$ cat config.mk
export PLATFORM = sky130hd
export DESIGN_NAME = add_and_logic_datapath
export DESIGN_NICKNAME = d
export VERILOG_FILES = /design/src/include/alu_datapath_pkg.sv /design/src/design/byte_adder.sv /design/src/design/add_and_logic_datapath.sv
export VERILOG_INCLUDE_DIRS = /design/src /design/src/include
export SDC_FILE = /design/constraint.sdc
export NUM_CORES = 1
export LEC_CHECK = 0
export BUFFER_PORTS_ARGS = -buffer_cell sky130_fd_sc_hd__buf_2
export CORE_MARGIN = 8
export CORE_UTILIZATION = 30
export DETAILED_ROUTE_END_ITERATION = 6
export GPL_TIMING_DRIVEN = 0
export MAX_ROUTING_LAYER = met4
export REMOVE_ABC_BUFFERS = 1
export SYNTH_ARGS = -nofsm -noshare
export SYNTH_HDL_FRONTEND = slang
export SYNTH_SLANG_ARGS = --single-unit
$ cat constraint.sdc
create_clock -name CLOCK_IN -period 2.1 [get_ports CLOCK_IN]
set_input_delay 0.42 -clock CLOCK_IN [delete_from_list [all_inputs] [get_ports CLOCK_IN]]
set_output_delay 0.42 -clock CLOCK_IN [all_outputs]
set_load 0.05 [all_outputs]
$ cat src/include/alu_datapath_regs.svh
// Constants for the add and logic datapath: widths, flag positions, resets.
// Assumes inclusion by the package by bare name; the design files get its macros through the package.
`ifndef ALU_DATAPATH_REGS_SVH
`define ALU_DATAPATH_REGS_SVH

`define DATA_WIDTH 8
`define WORK_RESET 8'h00
`define FLAGS_RESET 5'h00
// Flag positions inside the status vector
`define FLAG_CARRY 0
`define FLAG_HALF 1
`define FLAG_ZERO 2
`define FLAG_WRAP 3
`define FLAG_SIGN 4
`define FLAG_SPARE 5

`endif

$ cat src/include/alu_datapath_pkg.sv
// Types shared by the datapath top and its arithmetic leaf.
// Assumes alu_datapath_regs.svh is on the include path.
`include "alu_datapath_regs.svh"
package alu_datapath_pkg;

	// *****************************
	// Operation codes from the decoder
	// *****************************
	typedef enum logic [2:0] {
		OP_NONE = 3'b000,
		OP_ADD_MEM = 3'b001,
		OP_ADD_IMM = 3'b010,
		OP_ADD_INTO_MEM = 3'b011,
		OP_AND_MEM = 3'b100,
		OP_AND_IMM = 3'b101,
		OP_AND_INTO_MEM = 3'b110
	} alu_op_t;

	// Request from the decoder
	typedef struct packed {
		logic valid;
		alu_op_t op;
		logic [`DATA_WIDTH-1:0] mem_data;
		logic [`DATA_WIDTH-1:0] imm_data;
	} alu_req_t;

	// Status flags
	typedef struct packed {
		logic sign;
		logic wrap;
		logic zero;
		logic half;
		logic carry;
	} alu_flags_t;

	// Adder result
	typedef struct packed {
		logic [`DATA_WIDTH-1:0] sum;
		alu_flags_t flags;
	} add_result_t;

	// Memory write-back
	typedef struct packed {
		logic write;
		logic [`DATA_WIDTH-1:0] data;
	} mem_write_t;

	// Whole state of the top
	typedef struct packed {
		logic [`DATA_WIDTH-1:0] working_register;
		alu_flags_t flags;
		mem_write_t mem_wr;
		logic done;
	} datapath_state_t;

endpackage

$ cat src/design/byte_adder.sv
// Combinational byte adder producing the sum and all five add flags.
// Assumes the package is compiled first.
module byte_adder
	import alu_datapath_pkg::*;
#(
	parameter int WIDTH = `DATA_WIDTH
) (
	input wire logic [WIDTH-1:0] a_in, // Working register
	input wire logic [WIDTH-1:0] b_in, // Memory byte or constant
	output add_result_t result_out // Sum and flags
);

	// *****************************
	// Addition
	// *****************************
	logic [WIDTH:0] full;
	logic [4:0] low;

	// Half carry comes from the low nibble alone
	always_comb begin
		full = {1'b0, a_in} + {1'b0, b_in};
		low = {1'b0, a_in[3:0]} + {1'b0, b_in[3:0]};
		result_out.sum = full[WIDTH-1:0];
		result_out.flags.carry = full[WIDTH];
		result_out.flags.half = low[4];
		result_out.flags.zero = (full[WIDTH-1:0] == '0);
		// Signed wrap: like-signed operands giving an unlike sign
		result_out.flags.wrap = (a_in[WIDTH-1] == b_in[WIDTH-1])
			&& (full[WIDTH-1] != a_in[WIDTH-1]);
		// True sign of the result, corrected for wrap
		result_out.flags.sign = full[WIDTH-1] ^ result_out.flags.wrap;
	end

endmodule

$ cat src/design/add_and_logic_datapath.sv
// Add and logical AND datapath of the core: working register, flags, write-back.
// Assumes the decoder presents one request per cycle with the memory byte read.
//
// What this block does
// - add-into-memory writes sum to memory only
// - add-into-memory updates all five flags
// - AND memory places result in working register
// - AND immediate places result in working register
// - AND memory/immediate change only zero flag
// - AND-into-memory computes memory AND working register
// - add to working register updates five flags
module add_and_logic_datapath
	import alu_datapath_pkg::*;
#(
	parameter int WIDTH = `DATA_WIDTH
) (
	input wire logic CLOCK_IN, // Core clock
	input wire logic RESET_N_IN, // Asynchronous reset, active low
	input alu_req_t REQ_IN, // Operation and operands
	output logic [WIDTH-1:0] WORKING_REGISTER_OUT, // Working register
	output alu_flags_t FLAGS_OUT, // Status flags
	output mem_write_t MEM_WRITE_OUT, // Write-back to addressed byte
	output logic DONE_OUT // One-cycle completion pulse
);

	// *****************************
	// State
	// *****************************
	datapath_state_t state;
	datapath_state_t next_state;
	add_result_t add_mem;
	add_result_t add_imm;

	// Zero test shared by every AND form
	function automatic logic is_zero(input logic [WIDTH-1:0] v);
		return (v == '0);
	endfunction

	// Two adders so memory and immediate forms need no operand mux
	byte_adder #(
		.WIDTH(WIDTH)
	) mem_adder (
		.a_in(state.working_register),
		.b_in(REQ_IN.mem_data),
		.result_out(add_mem)
	);

	byte_adder #(
		.WIDTH(WIDTH)
	) imm_adder (
		.a_in(state.working_register),
		.b_in(REQ_IN.imm_data),
		.result_out(add_imm)
	);

	// *****************************
	// Next state
	// *****************************
	logic [WIDTH-1:0] and_mem;
	logic [WIDTH-1:0] and_imm;

	always_comb begin
		and_mem = state.working_register & REQ_IN.mem_data;
		and_imm = state.working_register & REQ_IN.imm_data;
		next_state = state;
		next_state.mem_wr.write = 1'b0; // Write strobe lasts one cycle
		next_state.done = 1'b0;
		if (REQ_IN.valid) begin
			next_state.done = 1'b1;
			case (REQ_IN.op)
				OP_ADD_MEM: begin
					next_state.working_register = add_mem.sum;
					next_state.flags = add_mem.flags;
				end
				OP_ADD_IMM: begin
					next_state.working_register = add_imm.sum;
					next_state.flags = add_imm.flags;
				end
				OP_ADD_INTO_MEM: begin
					// Working register kept; only memory takes the sum
					next_state.mem_wr.write = 1'b1;
					next_state.mem_wr.data = add_mem.sum;
					next_state.flags = add_mem.flags;
				end
				OP_AND_MEM: begin
					next_state.working_register = and_mem;
					next_state.flags.zero = is_zero(and_mem);
				end
				OP_AND_IMM: begin
					next_state.working_register = and_imm;
					next_state.flags.zero = is_zero(and_imm);
				end
				OP_AND_INTO_MEM: begin
					// Destination assumed memory, mirroring add-into-memory
					next_state.mem_wr.write = 1'b1;
					next_state.mem_wr.data = and_mem;
					next_state.flags.zero = is_zero(and_mem);
				end
				default: begin
					next_state.done = 1'b0; // Unknown codes do nothing
				end
			endcase
		end
	end

	// *****************************
	// Registers
	// *****************************
	always_ff @(posedge CLOCK_IN or negedge RESET_N_IN) begin
		if (!RESET_N_IN) begin
			state.working_register <= `WORK_RESET;
			state.flags <= alu_flags_t'(`FLAGS_RESET);
			state.mem_wr <= mem_write_t'(9'h000);
			state.done <= 1'b0;
		end else begin
			state <= next_state;
		end
	end

	// Outputs straight from flip-flops
	assign WORKING_REGISTER_OUT = state.working_register;
	assign FLAGS_OUT = state.flags;
	assign MEM_WRITE_OUT = state.mem_wr;
	assign DONE_OUT = state.done;

endmodule

* Word level (Yosys, flattened, before mapping)
Cells that the tools add are included.
Word-level totals: flip-flop bits (word level) 23, latch bits 0, RAM bits 0, bits in read-only memories 0, bits of input ports 22, output and inout port bits 23, logic and storage cells 51, memories 0
Cells by class: $add $sub $neg 4, multipliers 0, divide/modulo/power cells 0, order comparisons 0, eq/ne operators 10, shift operators 0, mux-type cells 7, bitwise operators 4, reduce and logical (&&, ||, !) cells 17
Operators by type and width (count):
- $logic_not 8->1 | 4
- $pmux 8 s4 | 1
- $add 8x8->9 | 2
- $pmux 9 s2 | 1
- $and 8x8->8 | 2
- $add 4x4->5 | 2
- $mux 10 | 1
- $eq 3x3->1 const B | 3
- $pmux 2 s2 | 2
- $reduce_and 2->1 | 4
- $reduce_bool 4->1 | 2
- $eq 3x2->1 const B | 2
- $reduce_or 6->1 | 1
- $pmux 1 s4 | 1
- $reduce_bool 2->1 | 2
- $reduce_or 2->1 | 2
- $eq 3x1->1 const B | 1
- $eq 1x1->1 | 2
- $logic_and 1x1->1 | 2
- $ne 1x1->1 | 2
- $xor 1x1->1 | 2
- $mux 1 | 1

* Longest topological paths before layout
Gate-level depths: netlist of the first run.
depth after elaboration 5, gate-level depth with buffers 10, depth with buffers taken out 8

* By module
Synthesis of the first run repeated with hierarchy kept, for this count alone.
Unflattened totals: cells, all modules 234, area, all modules 2114.5 um2
By module, submodules not included:
- add_and_logic_datapath | instances 1, cells an instance 144, area an instance 1378.8 um2, seq. area each 575.6 um2
- byte_adder | instances 2, cells an instance 45, area an instance 367.9 um2, seq. area each 0.0 um2

* Worst setup path before layout of the first run
No wires, ideal clock.
kind reg-to-reg, start point register state (netlist bit WORKING_REGISTER_OUT[0]), end point register state (netlist bit FLAGS_OUT[2]), setup time 0.130 ns, data arrival time 2.298 ns, required time 1.970 ns, path slack -0.328 ns, cell stages (with the launch flop) 9, buffers on the path 0, period minus slack after synthesis 2.428 ns, path through dfrtp_1 > ha_1 > fa_1 > a211o_1 > o211ai_1 > a21oi_1 > a211o_1 > a41oi_1 > o31ai_1
On the way: longest elaborated chain between the ends 3, elaborated cells on any way between the ends 9, classes of those cells add/sub: 2; mux: 1; bitwise: 2; reduce/logical: 4
Ends and longest elaborated chain:
- start, declared | RTL line add_and_logic_datapath.sv:29 | datapath_state_t state;
- start signal, assigned | RTL line add_and_logic_datapath.sv:116 | state <= next_state;
- $add 8x8->9 (tied with other cells) | RTL line byte_adder.sv:21 | full = {1'b0, a_in} + {1'b0, b_in};
- $logic_not 8->1, on equally long branches | RTL line byte_adder.sv:26, add_and_logic_datapath.sv:36
- $pmux 1 s4 * | RTL line add_and_logic_datapath.sv:70 | case (REQ_IN.op)
Every way passes the cells marked *; elsewhere a longest branch is shown, timed or not. A chain may end at the register's enable or synchronous reset.

* Worst setup path after layout of the first run
Ends and elaborated chain as after synthesis.

==> results of run 1 <==
-- power by group through the flow --
stage | sequential, mW | combinational, mW | clock, mW
CTS | 0.776 | 2.56 | 0.300
floorplan | 1.34 | 1.22 | 0
finish | 0.777 | 2.95 | 0.292
global placement | 0.769 | 2.38 | 0
detailed placement | 0.779 | 2.40 | 0
global route | 0.806 | 3.12 | 0.314
-- logic make-up (layout without fill, tap and decap cells) --
family	after synthesis	after routing	share of synthesized area, %
flip-flops	23	23	26.85
adder cells (fa/ha/maj)	21	21	12.61
AND/OR/NAND/NOR	83	83	19.32
multiplexers	7	7	3.444
AO/OA/AOI/OAI	89	89	28.08
XOR/XNOR	14	14	5.721
buffers and inverters	17	63	3.969
-- state kept, by name, summed over array words and instances, names as in the netlist --
signal                cells
DONE_OUT                  1
MEM_WRITE_OUT             9
FLAGS_OUT                 5
WORKING_REGISTER_OUT      8
-- synth_stat cells, drive strengths merged, types with 5 or more instances --
cell type,number,area share (%)
a21o,6,2.1
a21oi,21,5.1
a22o,13,5.3
buf,7,2.2
dfrtp,23,27
ha,20,12
inv,6,1.1
nand2,22,3.9
nand2b,9,3.0
nand3,8,1.9
nor2,19,3.3
nor2b,5,1.5
nor3,7,1.6
o21ai,23,5.5
xnor2,8,3.3
xor2,6,2.5
-- per-layer routing --
metal	track usage, %	wire [um]
met2	22.21	3280
met5	-	0
met4	1.860	53
met1	18.30	3297
met3	2.624	361
-- metrics by stage --
step                setup TNS (ns)  power, mW  instance area, um^2  utilization, %  cells
finish                     -0.2413      4.016                 2776           39.12    399
global route               -0.5144      4.242                 2776           39.12    399
CTS                        -0.2061      3.639                 2576           36.29    393
detailed placement          -5.749      3.181                 2425           34.16    386
global placement            -5.341      3.151                 2425           34.16    386
floorplan                   -1.821      2.560                 2081               -    243
-- worst max-delay path by stage --
stage,to,slack (ns),startpoint
floorplan,FLAGS_OUT[2],-0.33,WORKING_REGISTER_OUT[0]
global placement,WORKING_REGISTER_OUT[2],-0.50,REQ_IN[16]
detailed placement,WORKING_REGISTER_OUT[0],-0.55,REQ_IN[16]
CTS,FLAGS_OUT[0],-0.07,WORKING_REGISTER_OUT[0]
global route,WORKING_REGISTER_OUT[5],-0.13,WORKING_REGISTER_OUT[1]
finish,FLAGS_OUT[2],-0.08,WORKING_REGISTER_OUT[0]
-- cell type report --
class | count | area, um^2
Tap cell | 99 | 123.9
Inverter | 6 | 22.52
Clock inverter | 1 | 5.005
Sequential cell | 23 | 579.3
Fill cell | 751 | 4322
Timing Repair Buffer | 53 | 287.8
Multi-Input combinational cell | 214 | 1717
Clock buffer | 3 | 41.29
-- repair_timing --
item                                    in CTS  in global routing
setup buffers                                3                  6
pin swaps                                    3                 10
endpoints found under the setup margin      15                 15
gates resized for setup                     19                 33
==> results.yml, run 1 <==
run_status:
  outcome: "complete, but fails checks"
  violations: "setup timing"
timing:
  period_needed_ns: 2.175
  max_freq_mhz: 459.7
  drv_slew: 0
  setup_violations: 4
  timing_worst_slew_pin_value_ns: 0.5412
  fin_skew_ns: 0.003698
  finalWorstSetupSlack_ns: -0.07530
  timing_hold_violations_final: 0
  min_period_over_period_pct: 103.6
  rsz0062_at_grt: "true"
  hold_ws_ns: 0.1184
  relSlewSlack_pct: 63.92
clocking:
  tritoncts: "built"
  htreeDepth: 1
  clock_latency_ns: 0.27
  ctsHoldBuffers: 0
  ctsRootBufferMaster: "clkbuf_8"
  cts.sinks: 23
  cts_buffer_depth: 2
  numCtsBuffers: 3
  cts.clk_slew.worst_paths_ns: 0.09
setup_path:
  worstSetupEndpointType: "flip-flop"
  regToRegStartpoint: "WORKING_REGISTER_OUT[0]"
  path_delay_family: "compound AO/OA/AOI/OAI gates"
  crit_path_frequent_cell: "a211o_1"
  crit_slowest_cell: "dfrtp_1"
  reg2reg_slack_ns: -0.08
  arrival_ns: 2.33
  crit_fanout: 5
  r2r_end: "FLAGS_OUT[2]"
  crit_buf_inv: 0
  path_cells: "ha_4 -> fa_2 -> a211o_1 -> o211ai_1 -> a21oi_2 -> a211o_1 -> a41oi_2 -> o31ai_1"
  worst_path_largest_cell_delay_ns: 0.42
  path_depth: 8
  required_ns: 2.26
  crit_path_start_kind: "flip-flop"
  crit_type: "reg2reg"
  reg2reg_depth: 8
power:
  irDropWorstVdd_mv: 0.6492
  cell_internal_pwr_mw: 1.873
  p_sw_mw: 2.143
  power_frac_clock_pct: 7.3
  p_per_area_nw_per_um2: 1446
  comb_power_share_pct: 73.4
  pwr-share-seq_pct: 19.4
  power_leakage_nw: 1.225
  switching_share_pct: 53.36
synth:
  synthCells: 254
  synth-seq-area-share_pct: 26.85
  ys_ff_latch: 23
  async_reset_ff_share_pct: 100.0
  synth_area_per_cell_um2: 8.438
  netlist_area_um2: 2143
  ys_types: 53
  synth_edf_count: 0
  synthFlopType: "dfrtp_1"
  yosysWarnings: 0
routing:
  dr.pass1.iters: 4
  drc: 0
  num_vias: 2193
  drt-initial-drc-count: 130
  avgRoutedWirePerCell_um: 17.53
  ant_nets: 0
  viasPerCell: 5.496
  wirelength_um: 6993
die:
  rows: 31
  initial_core_util_pct: 30.20
  pin_count: 45
  die_w_um: 100.5
  dieArea_um2: 10110
  fp.dieH_um: 100.5
  core_area_um2: 7098
final_layout:
  fin_nets: 344
  syn_to_final_growth_pct: 29.54
  final_cell_mix: "buf_2 (44), nand2_1 (22), dfrtp_1 (20)"
  drive_gt1_share_pct: 33.33
  n_antenna_cell: 0
  final_common_cell: "buf_2"
global_routing:
  grt_pass1_vias: 2145
  grt_overflow: 0
  antenna_found_initial: 0
  grt_max_degree: 24
  grtUsageTotal_pct: 13.94
  grt_pass1_wl_um: 11010
run:
  cap_violations: 0
placed_design:
  place_ws_ns: -0.5499
  hpwlAfterDp_um: 5292
  routabilityCongestion: 0.9065
  io_buffers: 44
hold_path:
  hold_class: "in2async"
No activity file was read; power rests on OpenSTA's default activity.
==> run 2: changes to the inputs <==
--- a/config.mk
+++ b/config.mk
@@ -12,7 +12,6 @@
 export DETAILED_ROUTE_END_ITERATION = 6
 export GPL_TIMING_DRIVEN = 0
 export MAX_ROUTING_LAYER = met4
-export REMOVE_ABC_BUFFERS = 1
 export SYNTH_ARGS = -nofsm -noshare
 export SYNTH_HDL_FRONTEND = slang
 export SYNTH_SLANG_ARGS = --single-unit
==> results.yml, run 2 (synthesis results as in run 1) <==
run_status:
  outcome: "complete, but fails checks"
  violations: "setup timing"
setup_path:
  r2r_end: "FLAGS_OUT[2]"
  path_cells: "ha_4 -> fa_2 -> a211o_1 -> o211ai_1 -> a21oi_2 -> a211o_1 -> a41oi_2 -> o31ai_1"
  regToRegStartpoint: "WORKING_REGISTER_OUT[0]"
  crit_buf_inv: 0
  required_ns: 2.26
  crit_fanout: 3
  crit_path_frequent_cell: "a211o_1"
  reg2reg_depth: 8
  arrival_ns: 2.40
  reg2reg_slack_ns: -0.13
  crit_type: "reg2reg"
  crit_path_start_kind: "flip-flop"
  path_delay_family: "compound AO/OA/AOI/OAI gates"
  worstSetupEndpointType: "flip-flop"
  crit_slowest_cell: "dfrtp_2"
  worst_path_largest_cell_delay_ns: 0.44
placed_design:
  routabilityCongestion: 0.9673
  io_buffers: 42
  hpwlAfterDp_um: 5505
  dpl.cell_count: 395
  placed_area_um2: 2526
global_routing:
  grtUsageTotal_pct: 14.47
  grt_pass1_wl_um: 11300
  grt_pass1_vias: 2191
  grt_busiest_layer: "met2"
  grt_overflow: 0
  grtUsageMet1_pct: 18.78
  antenna_found_initial: 0
  grt_max_degree: 24
  grt_use_met3_pct: 2.555
  grtUsageMet2_pct: 22.41
final_layout:
  largest_reg_flops: 9
  final_cell_mix: "buf_2 (47), nand2_1 (22), nor2_1 (19)"
  final_common_cell: "buf_2"
  n_fill_cell: 753
  fin_nets: 353
  instances_no_fill: 408
  syn_to_final_growth_pct: 30.30
  n_antenna_cell: 0
  final_area_um2: 2793
  drive_gt1_share_pct: 32.04
die:
  core_area_um2: 7098
  initial_core_util_pct: 30.20
  die_w_um: 100.5
  pin_count: 45
  fp.dieH_um: 100.5
  rows: 31
  dieArea_um2: 10110
routing:
  wirelength_um: 7032
  drc: 0
  drt-initial-drc-count: 118
  viasPerCell: 5.279
  dr.pass1.iters: 4
  num_vias: 2154
  avgRoutedWirePerCell_um: 17.24
  ant_nets: 0
power:
  power_frac_clock_pct: 7.8
  power_leakage_nw: 1.250
  pwr-share-seq_pct: 19.6
  irDropWorstVdd_mv: 0.4337
  cell_internal_pwr_mw: 1.835
  p_sw_mw: 2.120
  p_per_area_nw_per_um2: 1416
  comb_power_share_pct: 72.6
  switching_share_pct: 53.60
timing:
  period_needed_ns: 2.235
  timing_hold_violations_final: 0
  fin_skew_ns: 0.006826
  max_freq_mhz: 447.4
  relSlewSlack_pct: 62.92
  setup_violations: 5
  min_period_over_period_pct: 106.4
  drv_slew: 0
  timing_worst_slew_pin_value_ns: 0.5562
  finalWorstSetupSlack_ns: -0.1349
  rsz0062_at_grt: "true"
clocking:
  ctsHoldBuffers: 0
  cts.clk_slew.worst_paths_ns: 0.10
  htreeDepth: 1
  ctsRootBufferMaster: "clkbuf_8"
  cts.sinks: 23
  clock_latency_ns: 0.28
  numCtsBuffers: 3
  cts_buffer_depth: 2
  tritoncts: "built"
hold_path:
  hold_class: "in2async"
run:
  cap_violations: 0
synth:
  synth_nets: 297
## run 2: cell types whose count changed in the layout (fill, tap and decap cells not counted), sizes merged
cell / change
clkinvlp: +1
buf: +5
clkinv: -1
clkbuf: +4
## run 2: area by class of cell
type                       instances  area, um^2  area share (%)
tap                               99       123.9           4.435
timing repair buffer              51       277.8           9.946
clock inverter                     1       7.507          0.2688
inverter                           6       22.52          0.8065
clock buffer                       3       41.29           1.478
sequential                        23       584.3           20.92
buffer                            11       66.31           2.375
multi-input combinational        214        1669           59.77
## run 2: repair_timing
action                                  4_1_cts  5_1_grt
gates cloned                                  0        0
setup buffers                                 8        1
pin swaps                                     7       16
resized for setup                            18       19
endpoints found under the setup margin       13       11
## run 2: power groups by stage
| stage | logic [mW] | registers [mW] | clock network [mW] |
|---|---|---|---|
| 4_1_cts | 2.70 | 0.777 | 0.328 |
| 3_5_place_dp | 2.46 | 0.792 | 0 |
| 2_1_floorplan | 1.27 | 1.37 | 0 |
| 3_3_place_gp | 2.44 | 0.786 | 0 |
| 5_1_grt | 3.07 | 0.802 | 0.335 |
| 6_report | 2.87 | 0.775 | 0.309 |
## run 2: worst max-delay path by stage
| stage | startpoint | to | slack (ns) | depth (start not counted) |
|---|---|---|---|---|
| detailed placement | REQ_IN[9] | WORKING_REGISTER_OUT[7] | -0.39 | 8 |
| global route | WORKING_REGISTER_OUT[0] | FLAGS_OUT[2] | -0.18 | 8 |
| floorplan | WORKING_REGISTER_OUT[0] | FLAGS_OUT[2] | -0.08 | 8 |
| CTS | WORKING_REGISTER_OUT[0] | FLAGS_OUT[2] | -0.10 | 8 |
| global placement | REQ_IN[9] | WORKING_REGISTER_OUT[7] | -0.40 | 8 |
| finish | WORKING_REGISTER_OUT[0] | FLAGS_OUT[2] | -0.13 | 8 |
## run 2: through the flow
step | total power [mW] | hold slack (ns) | setup WS [ns] | util (%) | setup TNS [ns]
finish | 3.954 | 0.1154 | -0.1349 | 39.34 | -0.4101
global route | 4.209 | 0.1588 | -0.1797 | 39.34 | -0.7962
CTS | 3.801 | 0.1297 | -0.1005 | 38.23 | -0.3140
detailed placement | 3.248 | 0.4466 | -0.3937 | 35.59 | -2.588
global placement | 3.225 | 0.4431 | -0.4022 | 35.59 | -2.661
floorplan | 2.637 | 0.1244 | -0.07656 | - | -0.2082
## run 2: per-layer routing
metal | vias up | wire length [um]
li1 | 1056 | -
met1 | 1026 | 3393
met2 | 63 | 3213
met3 | 9 | 323
met4 | 0 | 102
met5 | - | 0
